<file path="config.mk">
export PLATFORM = sky130hd
export DESIGN_NAME = bawp_top
export DESIGN_NICKNAME = d
export VERILOG_FILES = /design/src/bawp_pkg.sv /design/src/bawp_rx_if.sv /design/src/bawp_rx.sv /design/src/bawp_top.sv
export VERILOG_INCLUDE_DIRS = /design/src
export SDC_FILE = /design/constraint.sdc
export NUM_CORES = 1
export LEC_CHECK = 0
export ABC_AREA = 1
export BUFFER_PORTS_ARGS = -buffer_cell sky130_fd_sc_hd__buf_2
export CAP_MARGIN = 10
export CORE_ASPECT_RATIO = 0.6
export CORE_MARGIN = 10
export CORE_UTILIZATION = 40
export DETAILED_ROUTE_END_ITERATION = 16
export GPL_TIMING_DRIVEN = 0
export PLACE_DENSITY = 0.71
export REMOVE_ABC_BUFFERS = 1
export SLEW_MARGIN = 15
export SYNTH_ARGS = -nofsm -noshare
export SYNTH_HDL_FRONTEND = slang
export SYNTH_SLANG_ARGS = --single-unit
</file>
<file path="constraint.sdc">
create_clock -name mclk_i -period 1.68 [get_ports mclk_i]
set_clock_uncertainty 0.1 [all_clocks]
set_input_delay 0 -clock mclk_i [delete_from_list [all_inputs] [get_ports mclk_i]]
set_output_delay 0 -clock mclk_i [all_outputs]
set_load 0.02 [all_outputs]
</file>
<file path="src/bawp_consts.svh">
// Constants of the broadcast-address and write-pointer front end.
// Assumes inclusion by bare name from the package; the design modules use its macros without including it.
`ifndef BAWP_CONSTS_SVH
`define BAWP_CONSTS_SVH

// Register map positions (seven-bit pointer values)
`define BAWP_OFS_FIRST_MODE     7'h00
`define BAWP_OFS_GROUP_ONE      7'h3a
`define BAWP_OFS_GROUP_TWO      7'h3b
`define BAWP_OFS_GROUP_THREE    7'h3c
`define BAWP_OFS_BROADCAST      7'h3d
`define BAWP_OFS_LAST_USED      7'h3e

// Wrap ranges of the automatic pointer step
`define BAWP_FULL_BASE          7'h00
`define BAWP_FULL_TOP           7'h3e
`define BAWP_BRIGHT_BASE        7'h0a
`define BAWP_BRIGHT_TOP         7'h21
`define BAWP_CTRL_BASE          7'h00
`define BAWP_CTRL_TOP           7'h39
`define BAWP_GRPBR_BASE         7'h08
`define BAWP_GRPBR_TOP          7'h21

// Field positions in the first mode register
`define BAWP_MODE_SCOPE_HIGH    6
`define BAWP_MODE_SCOPE_LOW     5
`define BAWP_MODE_GROUP_ONE_EN  3
`define BAWP_MODE_GROUP_TWO_EN  2
`define BAWP_MODE_GROUP_THR_EN  1
`define BAWP_MODE_BCAST_EN      0

// Field positions in the command byte
`define BAWP_CMD_FLAG_BIT       7

// Reset values
`define BAWP_RST_BROADCAST      8'he0
`define BAWP_RST_FIRST_MODE     8'h09
`define BAWP_RST_COMMAND        8'h00

// Bits per byte on the wire, the ninth clock is the ignored answer slot
`define BAWP_BITS_PER_BYTE      4'h8

`endif

</file>
<file path="src/bawp_pkg.sv">
// Types shared by the broadcast-address and write-pointer front end.
// Assumes bawp_consts.svh is on the include path.
package bawp_pkg;
    `include "bawp_consts.svh"

    // Transfer progress of the register front end
    typedef enum logic [2:0] {
        BAWP_IDLE,
        BAWP_ADDR,
        BAWP_CMD,
        BAWP_DATA,
        BAWP_SKIP
    } bawp_state_t;

    // Step range selected by the two scope bits
    typedef enum logic [1:0] {
        BAWP_SCOPE_FULL  = 2'h0,
        BAWP_SCOPE_BRIGHT = 2'h1,
        BAWP_SCOPE_CTRL  = 2'h2,
        BAWP_SCOPE_GRPBR = 2'h3
    } bawp_scope_t;
endpackage

</file>
<file path="src/bawp_rx_if.sv">
// Byte events passed from the wire receiver to the register front end.
// Assumes both ends run on the same clock.
`timescale 1ns/10ps
interface bawp_rx_if;
    logic       start;      // Start or repeated start seen
    logic       stop;       // Stop seen
    logic       byte_valid; // One received byte, one-cycle pulse
    logic [7:0] byte_data;  // Received byte, most significant bit first
    logic       first;      // Byte is the first after a start

    modport rx (
        output start,
        output stop,
        output byte_valid,
        output byte_data,
        output first
    );
    modport core (
        input  start,
        input  stop,
        input  byte_valid,
        input  byte_data,
        input  first
    );
endinterface

</file>
<file path="src/bawp_rx.sv">
// Receive-only two-wire deframer: start, stop and byte events.
// Assumes scl and sda are already synchronous to mclk_i and sampled well
// above the bus bit rate; no answer bit is ever driven.
`timescale 1ns/10ps
module bawp_rx
    import bawp_pkg::*;
(
    input  wire logic  mclk_i,
    input  wire logic  sys_rst_i,
    input  wire logic  scl_i,
    input  wire logic  sda_i,
    bawp_rx_if.rx      rx
);
    logic       scl_q;
    logic       sda_q;
    logic [3:0] bit_cnt;
    logic [7:0] shift;
    logic       first_pend;
    logic       scl_rise;
    logic       start_det;
    logic       stop_det;

    // Bus conditions from the previous and present samples
    assign scl_rise  = scl_i & ~scl_q;
    assign start_det = scl_i & scl_q & sda_q & ~sda_i;
    assign stop_det  = scl_i & scl_q & ~sda_q & sda_i;

    // Previous samples
    always_ff @(posedge mclk_i) begin
        if (sys_rst_i) begin
            scl_q <= 1'b1;
            sda_q <= 1'b1;
        end else begin
            scl_q <= scl_i;
            sda_q <= sda_i;
        end
    end

    // Bit counting and shifting; the ninth bit is skipped
    always_ff @(posedge mclk_i) begin
        if (sys_rst_i) begin
            bit_cnt    <= 4'h0;
            shift      <= 8'h00;
            first_pend <= 1'b0;
        end else if (start_det || stop_det) begin
            bit_cnt    <= 4'h0;
            first_pend <= start_det;
        end else if (scl_rise) begin
            if (bit_cnt == `BAWP_BITS_PER_BYTE) begin
                bit_cnt <= 4'h0;
            end else begin
                bit_cnt <= bit_cnt + 4'h1;
                shift   <= {shift[6:0], sda_i};
                if (bit_cnt == `BAWP_BITS_PER_BYTE - 4'h1) begin
                    first_pend <= 1'b0;
                end
            end
        end
    end

    // Event outputs, registered
    always_ff @(posedge mclk_i) begin
        if (sys_rst_i) begin
            rx.start      <= 1'b0;
            rx.stop       <= 1'b0;
            rx.byte_valid <= 1'b0;
            rx.byte_data  <= 8'h00;
            rx.first      <= 1'b0;
        end else begin
            rx.start      <= start_det;
            rx.stop       <= stop_det;
            rx.byte_valid <= 1'b0;
            if (!start_det && !stop_det && scl_rise
                && bit_cnt == `BAWP_BITS_PER_BYTE - 4'h1) begin
                rx.byte_valid <= 1'b1;
                rx.byte_data  <= {shift[6:0], sda_i};
                rx.first      <= first_pend;
            end
        end
    end
endmodule

</file>
<file path="src/bawp_top.sv">
// Broadcast and group address recognition with command pointer stepping.
// Assumes wire inputs synchronous to mclk_i; forwards register writes in
// the range up to the last used location to the rest of the device.
//
// Contract
// - Broadcast address loads E0h at reset, recognition on, software may rewrite it.
// - Three writable group addresses, all sharing one fixed reset value.
// - Only the first group address is recognised after reset; others wait.
// - Byte after any matched address is the command; later bytes are data.
// - Command low seven bits are the pointer, top bit the step flag.
// - Step range uses the flag and mode register bits six and five.
// - With the flag set, pointer advances after each written data byte.
// - Flag and scope all zero keep the pointer fixed.
// - Flag one, scope 00: step whole space, wrap after 3Eh to 00h.
// - Flag one, scope 01: brightness range, wrap after 21h to 0Ah.
// - Flag one, scope 10: control range, wrap after 39h to 00h.
// - Flag one, scope 11: group and brightness, wrap after 21h to 08h.
// - Stepping changes only the pointer bits; the flag keeps its value.
// - First data byte goes to the pointer's register, anywhere 00h to 3Eh.
// - Pointer below the range still counts upward, wrapping past the top.
// - Bytes for unused locations are dropped; pointer still steps.
// - Write-only: transfers with direction bit one are ignored.
`timescale 1ns/10ps
module bawp_top
    import bawp_pkg::*;
#(
    parameter logic [7:0] GROUP_ADDR_DEFAULT = 8'h9a // Value arbitrary
) (
    input  wire logic        mclk_i,
    input  wire logic        sys_rst_i,
    input  wire logic        scl_i,
    input  wire logic        sda_i,
    input  wire logic [6:0]  dev_addr_i,
    output logic             reg_wr_o,
    output logic [6:0]       reg_addr_o,
    output logic [7:0]       reg_data_o,
    output logic [6:0]       pointer_o,
    output logic             auto_step_flag_o,
    output logic             step_scope_high_o,
    output logic             step_scope_low_o,
    output logic [7:0]       broadcast_address_reg_o,
    output logic [7:0]       group_address_one_o,
    output logic [7:0]       group_address_two_o,
    output logic [7:0]       group_address_three_o,
    output logic             selected_o
);
    localparam int GROUPS = 3;

    bawp_rx_if      rx_bus ();
    bawp_state_t    state;
    logic [7:0]     write_pointer_command;
    logic [7:0]     first_mode_reg;
    logic [7:0]     broadcast_address_reg;
    logic [7:0]     group_addr [GROUPS];
    logic [GROUPS-1:0] group_en;
    logic [GROUPS-1:0] group_hit;
    logic [6:0]     group_ofs [GROUPS];
    logic           bcast_hit;
    logic           own_hit;
    logic           addr_match;
    logic           data_write;
    logic           loc_used;
    logic [6:0]     pointer;
    logic           auto_step_flag;
    logic           step_scope_high;
    logic           step_scope_low;
    bawp_scope_t    scope;
    logic [6:0]     range_base;
    logic [6:0]     range_top;
    logic [6:0]     next_pointer;

    // Wire deframer
    bawp_rx u_rx (
        .mclk_i    (mclk_i),
        .sys_rst_i (sys_rst_i),
        .scl_i     (scl_i),
        .sda_i     (sda_i),
        .rx        (rx_bus.rx)
    );

    // Command fields
    assign pointer        = write_pointer_command[6:0];
    assign auto_step_flag = write_pointer_command[`BAWP_CMD_FLAG_BIT];

    // Scope bits from the first mode register
    assign step_scope_high = first_mode_reg[`BAWP_MODE_SCOPE_HIGH];
    assign step_scope_low  = first_mode_reg[`BAWP_MODE_SCOPE_LOW];
    assign scope           = bawp_scope_t'({step_scope_high, step_scope_low});

    // Recognition enables held in the first mode register
    assign group_en[0] = first_mode_reg[`BAWP_MODE_GROUP_ONE_EN];
    assign group_en[1] = first_mode_reg[`BAWP_MODE_GROUP_TWO_EN];
    assign group_en[2] = first_mode_reg[`BAWP_MODE_GROUP_THR_EN];

    // Locations of the group address registers
    assign group_ofs[0] = `BAWP_OFS_GROUP_ONE;
    assign group_ofs[1] = `BAWP_OFS_GROUP_TWO;
    assign group_ofs[2] = `BAWP_OFS_GROUP_THREE;

    // Address comparison on the first byte after a start
    assign bcast_hit = first_mode_reg[`BAWP_MODE_BCAST_EN]
                     && rx_bus.byte_data[7:1] == broadcast_address_reg[7:1];
    assign own_hit   = rx_bus.byte_data[7:1] == dev_addr_i;
    assign addr_match = !rx_bus.byte_data[0]
                      && (own_hit || bcast_hit || |group_hit);

    // Data byte written in this cycle, and whether it lands on a used location
    assign data_write = state == BAWP_DATA && rx_bus.byte_valid && !rx_bus.first;
    assign loc_used   = pointer <= `BAWP_OFS_LAST_USED;

    // Wrap range per scope setting
    always_comb begin
        range_base = `BAWP_FULL_BASE;
        range_top  = `BAWP_FULL_TOP;
        case (scope)
            BAWP_SCOPE_FULL: begin
                range_base = `BAWP_FULL_BASE;
                range_top  = `BAWP_FULL_TOP;
            end
            BAWP_SCOPE_BRIGHT: begin
                range_base = `BAWP_BRIGHT_BASE;
                range_top  = `BAWP_BRIGHT_TOP;
            end
            BAWP_SCOPE_CTRL: begin
                range_base = `BAWP_CTRL_BASE;
                range_top  = `BAWP_CTRL_TOP;
            end
            default: begin
                range_base = `BAWP_GRPBR_BASE;
                range_top  = `BAWP_GRPBR_TOP;
            end
        endcase
    end

    // Pointer step: hold without the flag, else count up and wrap at the top
    always_comb begin
        if (!auto_step_flag) begin
            next_pointer = pointer;
        end else if (pointer == range_top) begin
            next_pointer = range_base;
        end else begin
            next_pointer = pointer + 7'h01;
        end
    end

    // Transfer sequencing
    always_ff @(posedge mclk_i) begin
        if (sys_rst_i) begin
            state <= BAWP_IDLE;
        end else if (rx_bus.stop) begin
            state <= BAWP_IDLE;
        end else if (rx_bus.start) begin
            state <= BAWP_ADDR;
        end else if (rx_bus.byte_valid) begin
            case (state)
                BAWP_ADDR: begin
                    state <= addr_match ? BAWP_CMD : BAWP_SKIP;
                end
                BAWP_CMD: begin
                    state <= BAWP_DATA;
                end
                default: begin
                    state <= state;
                end
            endcase
        end
    end

    // Command register: loaded after a match, pointer bits stepped on data
    always_ff @(posedge mclk_i) begin
        if (sys_rst_i) begin
            write_pointer_command <= `BAWP_RST_COMMAND;
        end else if (state == BAWP_CMD && rx_bus.byte_valid && !rx_bus.start) begin
            write_pointer_command <= rx_bus.byte_data;
        end else if (data_write && !rx_bus.start && !rx_bus.stop) begin
            write_pointer_command[6:0] <= next_pointer;
        end
    end

    // Register write port toward the rest of the device
    always_ff @(posedge mclk_i) begin
        if (sys_rst_i) begin
            reg_wr_o   <= 1'b0;
            reg_addr_o <= 7'h00;
            reg_data_o <= 8'h00;
        end else begin
            reg_wr_o <= 1'b0;
            if (data_write && !rx_bus.start && !rx_bus.stop && loc_used) begin
                reg_wr_o   <= 1'b1;
                reg_addr_o <= pointer;
                reg_data_o <= rx_bus.byte_data;
            end
        end
    end

    // First mode register copy: scope and recognition enables
    always_ff @(posedge mclk_i) begin
        if (sys_rst_i) begin
            first_mode_reg <= `BAWP_RST_FIRST_MODE;
        end else if (data_write && !rx_bus.start && !rx_bus.stop
                     && pointer == `BAWP_OFS_FIRST_MODE) begin
            first_mode_reg <= rx_bus.byte_data;
        end
    end

    // Broadcast address register
    always_ff @(posedge mclk_i) begin
        if (sys_rst_i) begin
            broadcast_address_reg <= `BAWP_RST_BROADCAST;
        end else if (data_write && !rx_bus.start && !rx_bus.stop
                     && pointer == `BAWP_OFS_BROADCAST) begin
            broadcast_address_reg <= rx_bus.byte_data;
        end
    end

    // Group address registers and their comparators, one per entry
    for (genvar g = 0; g < GROUPS; g++) begin : g_group
        always_ff @(posedge mclk_i) begin
            if (sys_rst_i) begin
                group_addr[g] <= GROUP_ADDR_DEFAULT;
            end else if (data_write && !rx_bus.start && !rx_bus.stop
                         && pointer == group_ofs[g]) begin
                group_addr[g] <= rx_bus.byte_data;
            end
        end
        assign group_hit[g] = group_en[g]
                            && rx_bus.byte_data[7:1] == group_addr[g][7:1];
    end

    // Status outputs
    assign pointer_o               = pointer;
    assign auto_step_flag_o        = auto_step_flag;
    assign step_scope_high_o       = step_scope_high;
    assign step_scope_low_o        = step_scope_low;
    assign broadcast_address_reg_o = broadcast_address_reg;
    assign group_address_one_o     = group_addr[0];
    assign group_address_two_o     = group_addr[1];
    assign group_address_three_o   = group_addr[2];
    assign selected_o              = state == BAWP_CMD || state == BAWP_DATA;
endmodule

</file>
# Yosys cells after proc, flatten, opt, wreduce, memory -nomap -nowiden
# Memories as Yosys holds them, arrays and structs flattened.
# Index checks and enable logic that the tools add are counted.
# classes
bitwise	14
shifts	0
n_reduce_logical	49
n_mux	31
n_eq_ne	18
n_mul	0
n_addsub	2
n_div	0
order_cmp	1
# ops
op	count
$eq A7 B7 Y1	6
$eq A7 B6 Y1 const B	4
$mux W7	4
$mux W8	3
$logic_and A1 B1 Y1	20
$mux W1	19
$reduce_bool A2 Y1	6
$pmux W5 S2	1
$pmux W4 S2	1
$add A7 B1 Y7 const B	1
$le A7 B6 Y1 const B	1
$logic_not A7 Y1	1
$and A1 B1 Y1	6
$eq A3 B2 Y1 const B	2
$logic_not A1 Y1	6
$pmux W3 S2	1
$reduce_and A2 Y1	3
$reduce_and A3 Y1	2
$reduce_or A2 Y1	3
$reduce_or A3 Y1	2
$not A1 Y1	5
$add A4 B1 Y4 const B	1
$eq A4 B3 Y1 const B	1
$eq A4 B4 Y1 const B	1
10 further kinds	15
# totals
latchBits	0
ramBits	24
romBits	0
n_memories	1
register_bits	68
elab_cells	135
# mem_list
name	words	word_bits	rd	rd_clocked_by_memory_dff	wr	line	rtl
group_addr	3	8	3	0	3	bawp_top.sv:54	logic [7:0] group_addr [GROUPS];

# Longest topological paths before layout
# Gate-level depths: netlist of the first run.
# logic_depth
depth_word	10
depth_mapped	11
ltp_nobuf	11

# Hierarchy
# A second synthesis of the first run with hierarchy kept.
# unflattened
cells_unflattened	568
hier_area_um2	4441.8
# by_module_without_submodules
mod	cells_per_inst	instances	area_per_inst_um2
bawp_top	437	1	3429.5
bawp_rx	131	1	1012.2

# Least setup slack after synthesis of the first run
# OpenSTA, ideal clock, no wires.
# synth_path
kind	reg-to-reg
start	register write_pointer_command[1]
end	memory group_addr[1][0] (enable)
t_arrival_ns	1.426
setup_ns	0.329
n_path_buf	0
required_time_ns	1.251
setup_slack_ns	-0.175
synth_period_minus_slack_ns	1.855
stages_incl_launch_ff	6
cell_sequence	dfxtp_1 > ha_1 > inv_1 > nor4_2 > nand2_1 > nand2_1
# synth_lines
element	line	rtl
start: declaration	bawp_top.sv:51	logic [7:0] write_pointer_command;
start signal: assignment	bawp_top.sv:172	write_pointer_command <= `BAWP_RST_COMMAND;
start signal: assignment	bawp_top.sv:174	write_pointer_command <= rx_bus.byte_data;
start signal: assignment	bawp_top.sv:176	write_pointer_command[6:0] <= next_pointer;
end: declaration	bawp_top.sv:54	

# Worst setup path after layout of the first run
# layout_path
start	register write_pointer_command[2]
end	register reg_data_o[1]
# layout_via
elab_chain_cells	2
# layout_lines
element	line	rtl
$le A7 B6 Y1 (no source line)	-	
$logic_and A1 B1 Y1	bawp_top.sv:188	if (data_write && !rx_bus.start && !rx_bus.stop && loc_used) begin
end signal: assignment	bawp_top.sv:191	reg_data_o <= rx_bus.byte_data;
end: declaration	bawp_top.sv:36	output logic [7:0] reg_data_o,
# No other way between the ends.
# A chain may end at the register's enable or synchronous reset.

==> results of run 1 <==
==> cells by family (layout without fill, tap and decap cells) <==
group                      Yosys count  in the layout  synth area share [%]
AOI/OAI and AO/OA                  109            109                  14.0
xor gates and xnor gates            15             15                  2.97
adders and majority gates            6              6                  1.70
buffers and inverters               92            198                  9.82
DFF                                 91             91                  46.7
and+or+nand+nor                    232            232                  24.9
==> path summary, 6_finish.rpt <==
kind | start | to | slack, ns | cells after the start
setup / recovery | write_pointer_command[2]$_SDFFE_PP0P_ | reg_data_o[1]$_SDFFE_PP0P_ | 0.05 | 7
hold / removal | sys_rst_i | reg_addr_o[6]$_SDFFE_PP0P_ | 0.02 | 2
setup reg to reg | write_pointer_command[2]$_SDFFE_PP0P_ | reg_data_o[1]$_SDFFE_PP0P_ | 0.05 | 7
hold reg to reg | reg_addr_o[6]$_SDFFE_PP0P_ | reg_addr_o[6]$_SDFFE_PP0P_ | 0.34 | 2
==> layout by cell type, fill, tap and decap left out, types with 8 or more instances in the layout <==
master	netlist	final
buf_2	2	69
nand2_1	119	112
nand3_1	15	14
inv_2	15	15
nand4_1	8	8
a21oi_1	44	42
dfxtp_1	67	50
o21ai_0	34	27
o21ai_1	12	15
edfxtp_1	24	24
xnor2_1	9	9
clkbuf_16	0	10
inv_1	54	44
buf_4	4	34
nor2_1	61	60
dfxtp_4	0	10
==> repair_timing <==
item                       CTS  global route
cloned                       2             1
pin swaps                    6            12
hold endpoints to repair     8             0
hold buffers                 2             0
buffers inserted            12            23
gates resized for setup     36            51
setup endpoints to repair   62            88
==> worst max-delay path: stages, from the launching register on <==
cell	delay, ns
dfxtp_4	0.44
inv_2	0.09
nor2_2	0.18
a41oi_2	0.19
nand2_4	0.19
inv_8	0.07
o21ai_0	0.18
a21oi_1	0.07
==> layer usage <==
| metal | track usage, % | vias up | routed length [um] |
|---|---|---|---|
| met3 | 5.71 | 12 | 1230 |
| met1 | 21.7 | 1907 | 6210 |
| met2 | 22.7 | 151 | 5570 |
| met4 | 4.30 | 0 | 99 |
| met5 | 0 | - | 0 |
| li1 | - | 1972 | - |
==> per-stage QoR <==
stage / cell area [um^2] / setup TNS (ns) / total power [mW] / instances
2_1_floorplan: 4270 / -2.73 / 2.43 / 526
4_1_cts: 5310 / 0 / 4.50 / 766
5_1_grt: 5620 / -0.193 / 4.62 / 790
3_5_place_dp: 4790 / -9.15 / 2.49 / 734
3_3_place_gp: 4790 / -23.93 / 2.48 / 734
6_report: 5620 / 0 / 4.48 / 790
==> power by group through the flow <==
stage	sequential, mW	clock, mW	combinational (mW)
global placement	2.34	0	0.144
detailed placement	2.34	0	0.149
CTS	2.28	2.06	0.157
global route	2.28	2.16	0.181
finish	2.28	2.04	0.162
floorplan	2.35	0	0.0797
==> cell type report <==
| class | instances | area, um^2 |
|---|---|---|
| clock buffers | 14 | 295 |
| fillers | 984 | 5050 |
| clock inverters | 2 | 12.5 |
| inverters | 73 | 332 |
| well taps | 139 | 174 |
| repair buffers | 106 | 632 |
| flip-flops and latches | 91 | 2110 |
| repair inverters | 3 | 18.8 |
| multi-input cells | 362 | 2050 |
==> metrics, run 1 <==
#FFs+latches synth 91; Synth top area share 30.4%; Yosys warnings 0; Antenna Nets Post-Route 0; crit end category flop; Post-synth EDFFs 24; vias slightly above 4000; CTS Root Cell clkbuf_16; clock share of power 45.6%; register share of total power 50.8%; Port Buffer Count 69; Mapped Area 4420 um^2; Synth Flop Type dfxtp_1; fin crit share 97.3%; peak supply drop 632 uV; Final WS setup 0.0457 ns; switching portion of total power a little over a fifth; final core utilization between 50% and 60%; worst min path class input port to flop; critical path peak fanout 14; Fin. Hold Viols 0; Pwr per Cell Area between 700 and 800 nW/um^2; combinational share of power roughly 3.6%; Core ar. ~11000 um^2; gr ovfl total 0; insertion delay to the later sink of the worst-skew pair between 0.3 and 0.4 ns; Die Span Y 101 um; first-pass GRT wire length 19700 um; Slew Limit Fails 0; Setup crit start kind flop; clock transition at the registers of the reported paths about 0.070 ns; Synth area leader dfxtp_1; Final setup violation count 0; Int Pwr 3.53 mW; final net count 663; Post-DP HPWL 8540 um; routability congestion estimate 0.930; total of max-cap violations 0; Unique masters post-synth 44; ys async rst share 0%; post-synthesis area per instance 8.11 um^2; Initial DRC Count 266; DRC violations left 0; CTS Buf Count 9; post-synthesis sequential area ratio 46.7%; total die area 15800 um^2; pin count of the biggest net entering global routing 50; routed vias/inst 5.12; Avg WL per Cell 16.6 um; CTS Sinks between 90 and 100; cells after synthesis 545; Die W 156 um; CTS tree done; Slew HR 43.0%; Synth top cells by count nand2_1, dfxtp_1, nor2_1; Fmax 0.612 GHz; layout cells sized above 1 about a third; status finished clean; Final Critical Period 1.63 ns; Setup CP Type flop to flop; CTS max path bufs 2; depth of the CTS H-tree 3; Ant. Diodes 0; Starting Density 41.4%; Place WS -0.371 ns; Req. time, crit path 1.80 ns; Layout Area Growth over Synthesis 27.1%; initial antenna violation count 0; RSZ-0062 raised after global routing yes; First-pass DRT Iterations 5; synth top area cells dfxtp_1, edfxtp_1, nand2_1; top-count cell post-synth nand2_1; I/O pins 70; routed wire length between 10000 and 15000 um; most flop-heavy register group_addr; net switching power figure roughly 0.96 mW; Least-Margin Pin Slew 0.854 ns; # rows 29; vias in the first global route 3719; final hold slack between 0.02 and 0.025 ns; leakage 2.44 nW; CP Data Arrival Time 1.76 ns; global-route usage over all layers 15.7%; max reg flops 24
Power figures use the tool's default switching activity.
==> inputs of run 2 (changes only) <==
--- a/config.mk
+++ b/config.mk
@@ -15,6 +15,7 @@
 export DETAILED_ROUTE_END_ITERATION = 16
 export GPL_TIMING_DRIVEN = 0
 export PLACE_DENSITY = 0.71
+export RECOVER_POWER = 100
 export REMOVE_ABC_BUFFERS = 1
 export SLEW_MARGIN = 15
 export SYNTH_ARGS = -nofsm -noshare
==> run 2 against run 1 <==
Via count hardly changed. Sequential share of layout area rose by 0.19 points. Utilization is 0.27 points lower. Power fell by 0.16%. Worst setup slack worse by 0.0068 ns. Count of clock-buffer cells in the layout unchanged. Worst hold slack lost 0.0034 ns. Global-route usage did not move. Combinational power about the same. Design area decreased by 0.51%. Critical path depth grew 1. Largest cell class unchanged.
==> metrics, run 2 (synthesis gave the netlist of run 1 again) <==
status finished clean; Core ar. between 10000 and 15000 um^2; CTS Sinks 91; most frequent cells in the layout nand2_1, nor2_1, dfxtp_1; clock transition at the registers of the reported paths 0.06 ns; Final setup violation count 0; depth of the CTS H-tree 3; final core utilization 52.4%; register share of total power 50.9%; Setup crit start write_pointer_command[0]$_SDFFE_PP0P_; CTS max path bufs 2; CP Data Arrival Time 1.76 ns; Req. time, crit path 1.80 ns; net switching power figure 0.949 mW; total power 4.47 mW; critical path peak fanout 7; vias 4046; insertion delay to the later sink of the worst-skew pair 0.34 ns; combinational share of power 3.6%; fin crit share 97.7%; Ant. Diodes 0; switching portion of total power a little over a fifth; I/O pins 70; Port Buffer Count approximately 70; RR Startpoint write_pointer_command[0]$_SDFFE_PP0P_; peak supply drop about 630 uV; crit end category flop; most common cell after layout, fill and taps aside nand2_1; Final Critical Period 1.64 ns; vias in the first global route 3719; clock share of power 45.5%; Layout Area Growth over Synthesis 26.5%; routed vias/inst 5.12; Avg WL per Cell about 17 um; total die area 15800 um^2; Int Pwr 3.52 mW; First-pass DRT Iterations 5; total of max-cap violations 0; Starting Density a little over 40%; routability congestion estimate 0.930; Initial DRC Count 281; Slew HR 42.9%; Post-DP HPWL 8540 um; global-route usage over all layers 15.7%; Setup crit start kind flop; CTS Buf Count 9; Antenna Nets Post-Route 0; initial antenna violation count 0; Pwr per Cell Area around 800 nW/um^2; # rows 29; Die Span Y 101 um; Setup CP Type flop to flop; CTS Root Cell clkbuf_16; RSZ-0062 raised after global routing yes; first-pass GRT wire length 19700 um; Slew Limit Fails 0; CTS tree done; worst min path class input port to flop; gr ovfl total 0; hold path start sys_rst_i; Fmax between 0.6 and 0.7 GHz; pin count of the biggest net entering global routing 50; Least-Margin Pin Slew between 0.8 and 0.9 ns; Die W roughly 160 um; Fin. Hold Viols 0; layout cells sized above 1 30.0%; final net count ~660; max reg flops 24; routed wire length 13100 um; most flop-heavy register group_addr; DRC violations left 0; leakage approximately 2.3 nW
==> run 2: metrics by stage <==
stage	cells	TNS (ns)	hold WS, ns	area [um^2]	worst slack [ns]
2_1_floorplan	526	-2.73	-0.0376	4270	-0.180
3_3_place_gp	734	-23.93	0.140	4790	-0.610
3_5_place_dp	734	-9.15	0.156	4790	-0.371
4_1_cts	766	0	0.00508	5310	0.00112
5_1_grt	790	-0.193	0.0393	5590	-0.0254
6_report	790	0	0.0188	5590	0.0389
==> run 2: cell type report <==
type | instances | area (um^2)
multi-input cells | 362 | 2050
inverters | 73 | 332
fillers | 994 | 5080
flip-flops and latches | 91 | 2110
clock buffers | 14 | 295
clock inverters | 2 | 12.5
well taps | 139 | 174
repair buffers | 106 | 603
repair inverters | 3 | 18.8
==> run 2: path summary, 6_finish.rpt <==
| check | end | slack, ns | cells past startpoint |
|---|---|---|---|
| max | first_mode_reg[1]$_SDFFE_PP0P_ | 0.04 | 8 |
| min | reg_addr_o[6]$_SDFFE_PP0P_ | 0.02 | 2 |
| min reg2reg | reg_addr_o[6]$_SDFFE_PP0P_ | 0.34 | 2 |
| max reg2reg | first_mode_reg[1]$_SDFFE_PP0P_ | 0.04 | 8 |
==> run 2: power groups by stage <==
stage	Clock, mW	Combinational (mW)	Sequential, mW
6_report	2.04	0.161	2.28
3_3_place_gp	0	0.144	2.34
2_1_floorplan	0	0.0797	2.35
5_1_grt	2.16	0.180	2.28
4_1_cts	2.06	0.157	2.28
3_5_place_dp	0	0.149	2.34
==> run 2: worst max-delay path: stages (launching register included) <==
cell and delay [ns]:
dfxtp_4 0.38, inv_6 0.08, ha_4 0.14, nand4_1 0.11, nor3_2 0.24, nand2_2 0.15, inv_2 0.13, buf_4 0.12
a21oi_1 0.06
==> run 2: routing by layer <==
| layer | part of all wire, % | GRT usage [%] |
|---|---|---|
| met1 | 47 | 21.7 |
| met2 | 42 | 22.7 |
| met3 | 9.5 | 5.71 |
| met4 | 0.83 | 4.30 |
| met5 | 0 | 0 |
==> run 2: timing repair <==
action,CTS,global route
pin swaps,6,12
hold endpoints to repair,8,0
setup buffers,12,23
resized for setup,36,51
gates cloned,2,1
hold buffers,2,0
setup endpoints to repair,62,88
==> inputs of run 3 (changes only) <==
--- a/config.mk
+++ b/config.mk
@@ -14,7 +14,7 @@
 export CORE_UTILIZATION = 40
 export DETAILED_ROUTE_END_ITERATION = 16
 export GPL_TIMING_DRIVEN = 0
-export PLACE_DENSITY = 0.71
+export PLACE_DENSITY = 0.69
 export RECOVER_POWER = 100
 export REMOVE_ABC_BUFFERS = 1
 export SLEW_MARGIN = 15
==> constraint.sdc (replaced) <==
create_clock -name mclk_i -period 1.8 [get_ports mclk_i]
set_clock_uncertainty 0.1 [all_clocks]
set_input_delay 0 -clock mclk_i [delete_from_list [all_inputs] [get_ports mclk_i]]
set_output_delay 0 -clock mclk_i [all_outputs]
set_load 0.02 [all_outputs]
==> run 3 against run 2 <==
Worst setup slack better by 0.0025 ns. Count of clock-buffer cells in the layout is 2 lower. Fmax is 6.7% lower. Register-to-register slack hardly changed. Global-route usage is 0.15 points higher. Sequential power is 6% lower. Routed wire length is 5.2% lower. First-iteration DRC count is 7.1% lower. Critical path depth is 2 higher. Non-clock buffer count is 19 lower. Design area is 7.2% lower. Sequential share of layout area is 2.4 points higher. Highest routed layer unchanged.
==> metrics, run 3 (synthesis gave the netlist of run 1 again) <==
status finished clean; routed wire length 12400 um; Antenna Nets Post-Route 0; CTS Buf Count 9; Pwr per Cell Area 777 nW/um^2; most frequent cells in the layout nand2_1, nor2_1, clkbuf_1; Layout Area Growth over Synthesis 17.4%; pin count of the biggest net entering global routing 50; WHS Path Cells 2; FF-to-FF End state[2]$_SDFFE_PP0P_; # rows 29; Finished Layout Cells a little under 800; Fin. Hold Viols 0; vias in the first global route 3688; CTS max path bufs 2; R2R depth 10; final hold slack 0.0876 ns; Setup crit start kind flop; CTS Root Cell clkbuf_16; critical path peak fanout 8; depth of the CTS H-tree 3; CTS Sinks 91; initial antenna violation count 0; total of max-cap violations 0; Die W 156 um; Req. time, crit path between 1.5 and 2 ns; Starting Density 41.4%; Least-Margin Pin Slew 0.790 ns; final instance area 5190 um^2; first-pass GRT wire length 19800 um; clock transition at the registers of the reported paths 0.06 ns; Fmax around 0.57 GHz; most common cell after layout, fill and taps aside nand2_1; total power 4.03 mW; hold path start sys_rst_i; Hold Path Sink u_rx.rx.stop$_SDFF_PP0_; Die Span Y roughly 100 um; max reg flops 24; Core ar. 10700 um^2; insertion delay to the later sink of the worst-skew pair 0.35 ns; global-route usage over all layers 15.9%; Final setup violation count 0; reg2reg setup slack 0.04 ns; area of the multi-input gates 1940 um^2; Port Buffer Count 69; CP Data Arrival Time 1.94 ns; routed vias/inst 5.06; gr ovfl total 0; most flop-heavy register group_addr; Final Critical Period 1.76 ns; Initial DRC Count 261; worst min path class input port to flop; I/O pins 70; Setup CP Type flop to flop; layout cells sized above 1 17.9%; routability congestion estimate 0.899; crit end category flop; fin crit share 97.7%; Filler cells 1066; Slew Limit Fails 0; peak supply drop 508 uV; Post-DP HPWL 8760 um; Cell Area, Placed 4790 um^2; final net count 642; placed insts around 730; DRC violations left 0; RSZ-0062 raised after global routing yes; vias 3894; Ant. Diodes 0; First-pass DRT Iterations 5; Slew HR between 40% and 50%; Storage cell area between 2000 and 2500 um^2; leakage roughly 2.1 nW; RR Startpoint u_rx.rx.byte_data[7]$_SDFFE_PP0P_; CTS tree done; total die area about 16000 um^2; Avg WL per Cell roughly 16 um
run 3: what timing repair did:
| action | 4_1_cts | 5_1_grt |
|---|---|---|
| pin swaps | 0 | 5 |
| gates resized for setup | 14 | 22 |
| cloned | 1 | 0 |
| buffers inserted | 7 | 9 |
| hold buffers | 2 | 0 |
| setup endpoints to repair | 46 | 67 |
| hold endpoints to repair | 8 | 0 |
run 3: power by group:
group | total [mW] | internal [mW] | switching [mW] | leakage [nW]
Sequential | 2.14 | 2.12 | 0.0202 | 0.754
Combinational | 0.142 | 0.0447 | 0.0975 | 1.20
Clock | 1.75 | 0.973 | 0.780 | 0.135
Total | 4.03 | 3.13 | 0.898 | 2.09
run 3: layout make-up:
cell class | count | share of cell area [%]
well taps | 139 | 3.35
repair buffers | 87 | 8.01
flip-flops and latches | 91 | 40.2
clock inverters | 4 | 0.458
multi-input cells | 362 | 37.4
clock buffers | 12 | 4.75
inverters | 73 | 5.81
repair inverters | 1 | 0.0965
run 3: worst max-delay path, stage by stage, from the launching register on:
cell,delay (ns)
dfxtp_2,0.46
inv_1,0.24
nand2_1,0.13
nand2_1,0.05
nand2_1,0.05
nor2_1,0.04
nand2_1,0.06
nand3_1,0.14
o21bai_2,0.21
nand2_1,0.09
a21oi_1,0.13
run 3: worst max-delay path by stage:
stage	start	slack, ns	depth (start not counted)	endpoint
2_1_floorplan	write_pointer_command[1]$_SDFFE_PP0P_	-0.06	5	group_addr[1][0]$_SDFFCE_PN0P_
3_3_place_gp	sys_rst_i	-0.51	3	group_addr[2][6]$_SDFFCE_PN0P_
3_5_place_dp	u_rx.rx.byte_data[6]$_SDFFE_PP0P_	-0.18	9	state[2]$_SDFFE_PP0P_
4_1_cts	u_rx.rx.byte_data[2]$_SDFFE_PP0P_	0.01	10	state[2]$_SDFFE_PP0P_
5_1_grt	u_rx.rx.byte_data[7]$_SDFFE_PP0P_	-0.05	10	state[2]$_SDFFE_PP0P_
6_report	u_rx.rx.byte_data[7]$_SDFFE_PP0P_	0.04	10	state[2]$_SDFFE_PP0P_
run 3: layer usage:
metal | GRT usage (%) | up-vias | share of wire, %
li1 | - | 1938 | -
met1 | 22.2 | 1796 | 48
met2 | 22.8 | 148 | 42
met3 | 5.04 | 12 | 8.7
met4 | 4.73 | 0 | 1.2
met5 | 0 | - | 0
run 3: through the flow:
step | util [%] | worst slack, ns | setup TNS, ns
after global placement | 44.9 | -0.507 | -15.58
final | 48.6 | 0.0414 | 0
after floorplan | - | -0.0600 | -0.480
after CTS | 48.5 | 0.0149 | 0
after global routing | 48.6 | -0.0548 | -0.468
after detailed placement | 44.9 | -0.180 | -3.25
